<file path="src/bgr_consts.vh">
`ifndef BGR_CONSTS_VH
`define BGR_CONSTS_VH
// ------------------------------------------------------------
// Command codes
// ------------------------------------------------------------
`define BGR_CMD_HOST_RATE      8'h04
`define BGR_CMD_TIME_TO_FULL   8'h05
`define BGR_CMD_TIME_TO_EMPTY  8'h06
`define BGR_CMD_LOAD_OK        8'h07
`define BGR_CMD_TEMPERATURE    8'h08
`define BGR_CMD_VOLTAGE        8'h09
`define BGR_CMD_CURRENT        8'h0a
`define BGR_CMD_MEAN_CURRENT   8'h0b
`define BGR_CMD_ERROR_MARGIN   8'h0c
`define BGR_CMD_PCT_LEARNED    8'h0d
`define BGR_CMD_PCT_DESIGN     8'h0e
`define BGR_CMD_CAP_LEFT       8'h0f
`define BGR_CMD_CAP_FULL       8'h10
// ------------------------------------------------------------
// Field positions, values and reset values
// ------------------------------------------------------------
`define BGR_MODE_CAP_UNIT_BIT  15
`define BGR_RATE_RESET         16'h0000
`define BGR_TIME_INVALID       16'hffff
`define BGR_TIME_MAX           16'hfffe
`define BGR_BOOL_TRUE          16'h0001
`define BGR_BOOL_FALSE         16'h0000
`define BGR_MARGIN_RESET       7'd100
`define BGR_MARGIN_LEARNED     7'd2
`define BGR_MARGIN_CLAMPED     7'd8
`define BGR_MARGIN_VOLT_FIX    7'd25
`define BGR_MARGIN_MIN         7'd2
`define BGR_MARGIN_MAX         7'd100
`define BGR_MARGIN_STEP_CYCLES 2'd3
`define BGR_PCT_MAX            16'd100
`define BGR_VOLT_MAX           16'd20000
`define BGR_ERR_OK             3'h0
`define BGR_ERR_NOT_READY      3'h1
// ------------------------------------------------------------
// Timing
// ------------------------------------------------------------
`define BGR_CLK_MHZ            250
`define BGR_RECALC_MS          1300
`define BGR_REFRESH_MS         20000
`define BGR_LOAD_HOLD_S        10
`define BGR_MS_CYCLES          (`BGR_CLK_MHZ * 1000)
`endif

</file>
<file path="src/bgr_report_bank.v">
`timescale 1ns/100ps
`include "bgr_consts.vh"
module bgr_report_bank #(
  parameter        RECALC_CYCLES  = `BGR_RECALC_MS * `BGR_MS_CYCLES,
  parameter [32:0] REFRESH_CYCLES = 33'd1 * `BGR_REFRESH_MS * `BGR_MS_CYCLES,
  parameter MS_CYCLES      = `BGR_MS_CYCLES
) (
  input  wire        clk,
  input  wire        srst,
  input  wire        cmdValid,
  input  wire        cmdWrite,
  input  wire [7:0]  cmdCode,
  input  wire [15:0] cmdWdata,
  output reg         cmdDone,
  output reg         cmdAck,
  output reg  [15:0] cmdRdata,
  output reg  [2:0]  statusErrCode,
  output reg  [15:0] hostRateValue,
  input  wire        capUnitSel,
  input  wire [15:0] measTemperature,
  input  wire [15:0] measVoltage,
  input  wire [15:0] measCurrent,
  input  wire [15:0] capLeftMah,
  input  wire [15:0] capLeftCwh,
  input  wire [15:0] capFullMah,
  input  wire [15:0] capFullCwh,
  input  wire [15:0] nominalCapacity,
  input  wire        learnDone,
  input  wire        learnClamped,
  input  wire        cycleTallyInc,
  input  wire        voltCorrection
);

// ------------------------------------------------------------
// Pin input synchronisers
// ------------------------------------------------------------
reg  [7:0] syncA_reg;
reg  [7:0] syncB_reg;
reg        learnPrev_reg;
reg        tallyPrev_reg;
reg        voltPrev_reg;
wire       unitBit    = syncB_reg[0];
wire       learnEvt   = syncB_reg[1] & ~learnPrev_reg;
wire       clampedLvl = syncB_reg[2];
wire       tallyEvt   = syncB_reg[3] & ~tallyPrev_reg;
wire       voltEvt    = syncB_reg[4] & ~voltPrev_reg;

always @(posedge clk)
begin
  if (srst)
  begin
    syncA_reg     <= 8'h00;
    syncB_reg     <= 8'h00;
    learnPrev_reg <= 1'b0;
    tallyPrev_reg <= 1'b0;
    voltPrev_reg  <= 1'b0;
  end
  else
  begin
    syncA_reg     <= {3'h0, voltCorrection, cycleTallyInc, learnClamped, learnDone, capUnitSel};
    syncB_reg     <= syncA_reg;
    learnPrev_reg <= syncB_reg[1];
    tallyPrev_reg <= syncB_reg[3];
    voltPrev_reg  <= syncB_reg[4];
  end
end

// ------------------------------------------------------------
// Measurement sampling
// ------------------------------------------------------------
// Measurement words change slowly; two flops per bit settle them.
reg [15:0] mA_reg [0:8];
reg [15:0] mB_reg [0:8];
wire [15:0] mIn [0:8];
assign mIn[0] = measTemperature;
assign mIn[1] = measVoltage;
assign mIn[2] = measCurrent;
assign mIn[3] = capLeftMah;
assign mIn[4] = capLeftCwh;
assign mIn[5] = capFullMah;
assign mIn[6] = capFullCwh;
assign mIn[7] = nominalCapacity;
assign mIn[8] = 16'h0000;

genvar gi;
generate
  for (gi = 0; gi < 9; gi = gi + 1)
  begin : gSync
    always @(posedge clk)
    begin
      if (srst)
      begin
        mA_reg[gi] <= 16'h0000;
        mB_reg[gi] <= 16'h0000;
      end
      else
      begin
        mA_reg[gi] <= mIn[gi];
        mB_reg[gi] <= mA_reg[gi];
      end
    end
  end
endgenerate

wire [15:0] tempW    = mB_reg[0];
wire [15:0] voltW    = (mB_reg[1] > `BGR_VOLT_MAX) ? `BGR_VOLT_MAX : mB_reg[1];
wire [15:0] currW    = mB_reg[2];
wire [15:0] capLeftW = unitBit ? mB_reg[4] : mB_reg[3];
wire [15:0] capFullW = unitBit ? mB_reg[6] : mB_reg[5];
wire [15:0] nomW     = mB_reg[7];

// ------------------------------------------------------------
// Mean current: exponential one-minute filter seeded at start
// ------------------------------------------------------------
reg  [31:0] msCnt_reg;
reg  [15:0] secTick_reg;
reg         seeded_reg;
reg  [31:0] meanAcc_reg;
wire        msTick   = (msCnt_reg == MS_CYCLES - 1);
wire        secTick  = msTick && (secTick_reg == 16'd999);
wire [31:0] currSx   = {{16{currW[15]}}, currW};
wire [31:0] meanSx   = {{6{meanAcc_reg[31]}}, meanAcc_reg[31:6]};

always @(posedge clk)
begin
  if (srst)
  begin
    msCnt_reg   <= 32'h0;
    secTick_reg <= 16'h0;
    seeded_reg  <= 1'b0;
    meanAcc_reg <= 32'h0;
  end
  else
  begin
    msCnt_reg <= msTick ? 32'h0 : msCnt_reg + 32'h1;
    if (msTick)
      secTick_reg <= secTick ? 16'h0 : secTick_reg + 16'h1;
    if (!seeded_reg && secTick)
    begin
      seeded_reg  <= 1'b1;
      // The seed keeps the sign of the current, so discharge means stay negative.
      meanAcc_reg <= {{10{currW[15]}}, currW, 6'h00};
    end
    else if (secTick)
      meanAcc_reg <= meanAcc_reg - meanSx + currSx;
  end
end

// Before the filter seeds, the live current stands in, so the word is meaningful.
wire [15:0] meanW = seeded_reg ? meanAcc_reg[21:6] : currW;

// ------------------------------------------------------------
// Percentages
// ------------------------------------------------------------
wire [22:0] leftX100 = capLeftW * 7'd100;
wire [22:0] pctLearnRaw = (capFullW == 16'h0) ? 23'h0 : leftX100 / capFullW;
wire [15:0] pctLearned = (pctLearnRaw > 23'd100) ? `BGR_PCT_MAX : pctLearnRaw[15:0];
wire [22:0] pctDesRaw = (nomW == 16'h0) ? 23'h0 : leftX100 / nomW;
wire [15:0] pctDesign = (pctDesRaw > 23'hffff) ? 16'hffff : pctDesRaw[15:0];

// ------------------------------------------------------------
// Error margin bookkeeping
// ------------------------------------------------------------
reg [6:0] margin_reg;
reg [6:0] margin_next;
reg [1:0] tally_reg;

always @*
begin
  margin_next = margin_reg;
  if (voltEvt)
    margin_next = `BGR_MARGIN_VOLT_FIX;
  else if (learnEvt && !clampedLvl)
    margin_next = `BGR_MARGIN_LEARNED;
  else if (learnEvt)
  begin
    if (margin_reg >= `BGR_MARGIN_CLAMPED)
      margin_next = `BGR_MARGIN_CLAMPED;
  end
  else if (tallyEvt && tally_reg == `BGR_MARGIN_STEP_CYCLES && margin_reg < `BGR_MARGIN_MAX)
    margin_next = margin_reg + 7'd1;
end

always @(posedge clk)
begin
  if (srst)
  begin
    margin_reg <= `BGR_MARGIN_RESET;
    tally_reg  <= 2'd0;
  end
  else
  begin
    margin_reg <= (margin_next < `BGR_MARGIN_MIN) ? `BGR_MARGIN_MIN : margin_next;
    if (learnEvt)
      tally_reg <= 2'd0;
    else if (tallyEvt)
      tally_reg <= tally_reg + 2'd1;
  end
end

// ------------------------------------------------------------
// Rate-based predictions
// ------------------------------------------------------------
reg  [31:0] busyCnt_reg;
reg  [32:0] refreshCnt_reg;
reg         busy_reg;
reg  [15:0] ttFull_reg;
reg  [15:0] ttEmpty_reg;
reg  [15:0] loadOk_reg;
wire        rateWr   = cmdValid && cmdWrite && cmdCode == `BGR_CMD_HOST_RATE;
wire        rateNeg  = hostRateValue[15];
wire        ratePos  = !rateNeg && hostRateValue != 16'h0;
wire [15:0] rateMag  = rateNeg ? (~hostRateValue + 16'h1) : hostRateValue;
wire [15:0] roomW    = (capFullW > capLeftW) ? capFullW - capLeftW : 16'h0;
// Minutes = capacity * 60 / rate; 1-minute granularity.
wire [21:0] toFull60 = roomW * 6'd60;
wire [21:0] toEmp60  = capLeftW * 6'd60;
wire [21:0] fullMin  = (rateMag == 16'h0) ? 22'h0 : toFull60 / rateMag;
wire [21:0] empMin   = (rateMag == 16'h0) ? 22'h0 : toEmp60 / rateMag;
// Load is fine if remaining capacity covers the extra rate for 10 s (cap*3600 >= rate*10).
wire [27:0] capSec   = capLeftW * 12'd3600;
wire [27:0] needSec  = rateMag * 4'd10;
wire        recalcGo = busy_reg && busyCnt_reg == RECALC_CYCLES - 1;
wire        refreshGo = refreshCnt_reg == REFRESH_CYCLES - 33'd1;

// ------------------------------------------------------------
// Stored rate value
// ------------------------------------------------------------
always @(posedge clk)
begin
  if (srst)
    hostRateValue <= `BGR_RATE_RESET;
  else if (rateWr)
    hostRateValue <= cmdWdata;
end

// ------------------------------------------------------------
// Not-ready window
// ------------------------------------------------------------
// The window closes on the edge that loads the fresh words, so a read taken
// on that same edge is still refused and no read ever sees a stale word.
always @(posedge clk)
begin
  if (srst)
  begin
    busy_reg    <= 1'b0;
    busyCnt_reg <= 32'h0;
  end
  else if (rateWr)
  begin
    busy_reg    <= 1'b1;
    busyCnt_reg <= 32'h0;
  end
  else if (busy_reg)
  begin
    busyCnt_reg <= busyCnt_reg + 32'h1;
    if (recalcGo)
      busy_reg <= 1'b0;
  end
end

// ------------------------------------------------------------
// Periodic refresh timer
// ------------------------------------------------------------
// Twenty seconds of clock cycles does not fit in 32 bits.
always @(posedge clk)
begin
  if (srst || refreshGo)
    refreshCnt_reg <= 33'h0;
  else
    refreshCnt_reg <= refreshCnt_reg + 33'h1;
end

// ------------------------------------------------------------
// Prediction words
// ------------------------------------------------------------
always @(posedge clk)
begin
  if (srst)
  begin
    ttFull_reg  <= `BGR_TIME_INVALID;
    ttEmpty_reg <= `BGR_TIME_INVALID;
    loadOk_reg  <= `BGR_BOOL_TRUE;
  end
  else if (!rateWr && (recalcGo || refreshGo))
  begin
    ttFull_reg  <= !ratePos ? `BGR_TIME_INVALID :
                   (fullMin > 22'hfffe) ? `BGR_TIME_MAX : fullMin[15:0];
    ttEmpty_reg <= !rateNeg ? `BGR_TIME_INVALID :
                   (empMin > 22'hfffe) ? `BGR_TIME_MAX : empMin[15:0];
    loadOk_reg  <= (!rateNeg || capSec >= needSec) ? `BGR_BOOL_TRUE : `BGR_BOOL_FALSE;
  end
end

// ------------------------------------------------------------
// Command port
// ------------------------------------------------------------
reg        ackN;
reg [15:0] dataN;
wire       isPred = cmdCode == `BGR_CMD_TIME_TO_FULL || cmdCode == `BGR_CMD_TIME_TO_EMPTY ||
                    cmdCode == `BGR_CMD_LOAD_OK;

always @*
begin
  ackN  = 1'b1;
  dataN = 16'h0000;
  case (cmdCode)
    `BGR_CMD_HOST_RATE:     dataN = hostRateValue;
    `BGR_CMD_TIME_TO_FULL:  dataN = ttFull_reg;
    `BGR_CMD_TIME_TO_EMPTY: dataN = ttEmpty_reg;
    `BGR_CMD_LOAD_OK:       dataN = loadOk_reg;
    `BGR_CMD_TEMPERATURE:   dataN = tempW;
    `BGR_CMD_VOLTAGE:       dataN = voltW;
    `BGR_CMD_CURRENT:       dataN = currW;
    `BGR_CMD_MEAN_CURRENT:  dataN = meanW;
    `BGR_CMD_ERROR_MARGIN:  dataN = {9'h0, margin_reg};
    `BGR_CMD_PCT_LEARNED:   dataN = pctLearned;
    `BGR_CMD_PCT_DESIGN:    dataN = pctDesign;
    `BGR_CMD_CAP_LEFT:      dataN = capLeftW;
    `BGR_CMD_CAP_FULL:      dataN = capFullW;
    default:                ackN  = 1'b0;
  endcase
  if (cmdWrite && cmdCode != `BGR_CMD_HOST_RATE)
    ackN = 1'b0;
  if (!cmdWrite && isPred && (busy_reg || rateWr))
  begin
    ackN  = 1'b0;
    dataN = 16'h0000;
  end
end

always @(posedge clk)
begin
  if (srst)
  begin
    cmdDone       <= 1'b0;
    cmdAck        <= 1'b0;
    cmdRdata      <= 16'h0000;
    statusErrCode <= `BGR_ERR_OK;
  end
  else
  begin
    cmdDone <= cmdValid;
    cmdAck  <= cmdValid && ackN;
    if (cmdValid && !cmdWrite)
      cmdRdata <= ackN ? dataN : 16'h0000;
    if (cmdValid && !cmdWrite && isPred && (busy_reg || rateWr))
      statusErrCode <= `BGR_ERR_NOT_READY;
    else if (cmdValid && ackN)
      statusErrCode <= `BGR_ERR_OK;
  end
end

endmodule // bgr_report_bank

</file>
<file path="config.mk">
export PLATFORM = sky130hd
export DESIGN_NAME = bgr_report_bank
export DESIGN_NICKNAME = d
export VERILOG_FILES = /design/src/bgr_report_bank.v
export VERILOG_INCLUDE_DIRS = /design/src
export SDC_FILE = /design/constraint.sdc
export NUM_CORES = 2
export LEC_CHECK = 0
export BUFFER_PORTS_ARGS = -buffer_cell sky130_fd_sc_hd__buf_4
export CORE_UTILIZATION = 35
export DETAILED_ROUTE_END_ITERATION = 8
export PLACE_DENSITY = 0.61
export SYNTH_ARGS = -nofsm -noshare
export SYNTH_HDL_FRONTEND = slang
export SYNTH_SLANG_ARGS = --single-unit
</file>
<file path="constraint.sdc">
create_clock -name clk -period 84.4 [get_ports clk]
set_clock_uncertainty 0.1 [all_clocks]
set_input_delay 16.88 -clock clk [delete_from_list [all_inputs] [get_ports clk]]
set_output_delay 16.88 -clock clk [all_outputs]
set_load 0.02 [all_outputs]
</file>
==> out/qor.yml <==
status: "finished clean"
critPathMaxFanout: 34
yosys.area.top_type_share_pct: 16.7
fp.dieArea_um2: 262000
ys_seq_elements: 493
worstSetupPathType: "reg -> reg"
hold_ws_ns: 0.312
worst_slew_pin_slew_ns: 1.33
synth_common_cells: "1,215 x ha_1, 1,137 x nor2_1, 1,032 x a21oi_1, 1,032 x nand2_1, 737 x o21ai_0"
fillCellCount: 27100
post_cts_buffers: 0
post_drt_wl_per_cell_um: 19.9
r2r_setup_slack_ns: 8.86
path_clk_slew_ns: 0.08
drv_cap: 0
yosysMostFrequentCell: "ha_1"
rsz0062_at_grt: "false"
post-route-period-util_pct: 89.5
synth_edf_count: 0
dpl-instance-area_um2: 96800
htree_levels: 3
maxSlewViolCount: 0
die_x_um: 512
ant_nets: 0
syn_to_final_growth_pct: 9.00
io_pins: 198
cts_tree: "yes"
crit_required_ns: 84.88
hold_buffers: 0
synth_area_leaders: "ha_1 17%, dfxtp_1 11%, a21oi_1 5.7%, xnor2_1 5.6%, nor2_1 4.7%"
drive_gt1_share_pct: 7.25
async_flop_share_pct: 0
postSynthAreaPerCell_um2: 7.24
routed_via_density: 5.81
clkLatencyLatePin_ns: 0.74
finalNonFillerCells: 16000
io_buffer_count: 195
cp_top_family: "compound AO/OA/AOI/OAI gates"
track_usage_pct: 23.4
slowest_stage: "o41a_1"
startpoint_type: "flop"
gp_congestion: 1.03
ys_types: 132
period_needed_ns: 75.54
cts_buffers: 66
synth_top_area_cell: "ha_1"
routed_wl_um: 320000
finalHoldViolations: 0
hpwl_um: 254000
ys.flop_type: "dfxtp_1"
grt_pass1_vias: 85600
die_y_um: 512
crit_top_cell: "o21ai_0"
first_pass_iters: 8
final.setup.tns_ns: 0
grt_antenna_before_repair: 14
endpoint_kind: "flop"
core_um2: 257000
cts_resized: 0
placedCellCount: 15900
synthesis.area_um2: 90900
yosysWarnings: 0
crit_arrival_ns: 76.02
nets: 14100
grt.overflow.total: 0
cpPeakStageDelay_ns: 0.80
clockRootBuffer: "clkbuf_16"
maxSlewHeadroom_pct: 10.2
drt_iter0_markers: 8132
setup_viol: 0
rows: 186
clkSinkCount: 493
start_util_pct: 35.3
design_area_um2: 99100
cts_buffer_depth: 3
grt_pass1_wl_um: 493000
critical_path_buf_inv_count: 20
synthCells: 12500
fmax_mhz: 13.2
num_vias: 93200
grt_max_degree: 168
hp-class: "reg -> reg"
ys_seq_area_share_pct: 10.9
drcViolationCount: 0
-- placed cells by master, fill, tap and decap left out, types with 371 or more instances in the layout --
| cell | netlist | layout |
|---|---|---|
| xnor2_1 | 586 | 586 |
| nor2_1 | 1137 | 1129 |
| o21a_1 | 409 | 409 |
| nor2b_1 | 408 | 405 |
| dfxtp_1 | 493 | 492 |
| nor3_1 | 465 | 462 |
| o21ai_0 | 737 | 727 |
| ha_1 | 1215 | 1215 |
| buf_4 | 5 | 381 |
| inv_1 | 661 | 656 |
| a21o_1 | 371 | 371 |
| a21oi_1 | 1032 | 1028 |
| nand2_1 | 1032 | 1032 |
-- worst reg2reg max path, delay by kind of cell, from the launching register on --
family          cells  cell delay (ns)
flops               1             0.51
fa+ha+maj          27             9.21
mux                 3             1.58
xor+xnor            6             1.42
buf+inv            20             5.51
simple gates      110            17.59
compound gates    187            39.42
-- final timing paths --
| path | start | to | cells after the start |
|---|---|---|---|
| setup / recovery | syncB_reg[0]$_SDFF_PP0_ | cmdRdata[0]$_SDFFE_PP0P_ | 353 |
| hold / removal | mA_reg[3][14]$_SDFF_PP0_ | mB_reg[3][14]$_SDFF_PP0_ | 1 |
| setup reg to reg | syncB_reg[0]$_SDFF_PP0_ | cmdRdata[0]$_SDFFE_PP0P_ | 353 |
| hold reg to reg | mA_reg[3][14]$_SDFF_PP0_ | mB_reg[3][14]$_SDFF_PP0_ | 1 |
-- per-stage QoR --
stage / setup WS, ns / util, %
after floorplan: 16.82 / -
after global placement: 9.92 / 37.6
after detailed placement: 10.00 / 37.6
after CTS: 9.53 / 38.5
after global routing: 1.88 / 38.5
final: 8.86 / 38.5
-- per-layer routing --
layer  wire length, um  vias to the layer above  GRT usage, %
li1                  -                    46100             -
met1            147000                    43200          32.3
met2            133000                     3258          35.6
met3             23100                      654          3.21
met4             17400                        6          11.4
met5                40                        -             0
-- kinds of logic after synthesis --
family | count (synthesis) | synth area share (%)
and+or+nand+nor | 4608 | 25.4
AOI/OAI and AO/OA | 3843 | 27.7
adders and majority gates | 1333 | 19.3
buffers and inverters | 1059 | 4.45
xor gates and xnor gates | 911 | 8.81
DFF | 493 | 10.9
muxes | 297 | 3.52
other | 1 | 0.00413
-- cell type report --
cell class | count | area, um^2 | share of cell area [%]
flip-flops and latches | 493 | 9870 | 9.97
repair buffers | 385 | 2930 | 2.96
clock buffers | 87 | 1840 | 1.86
inverters | 669 | 2510 | 2.53
diodes | 5 | 12.5 | 0.0126
well taps | 3384 | 4230 | 4.27
multi-input cells | 11000 | 77300 | 78.0
clock inverters | 32 | 372 | 0.375
Power is left out: the tool's default activity adds up to more than one toggle a clock period on the data nets, which glitch-free logic cannot reach.
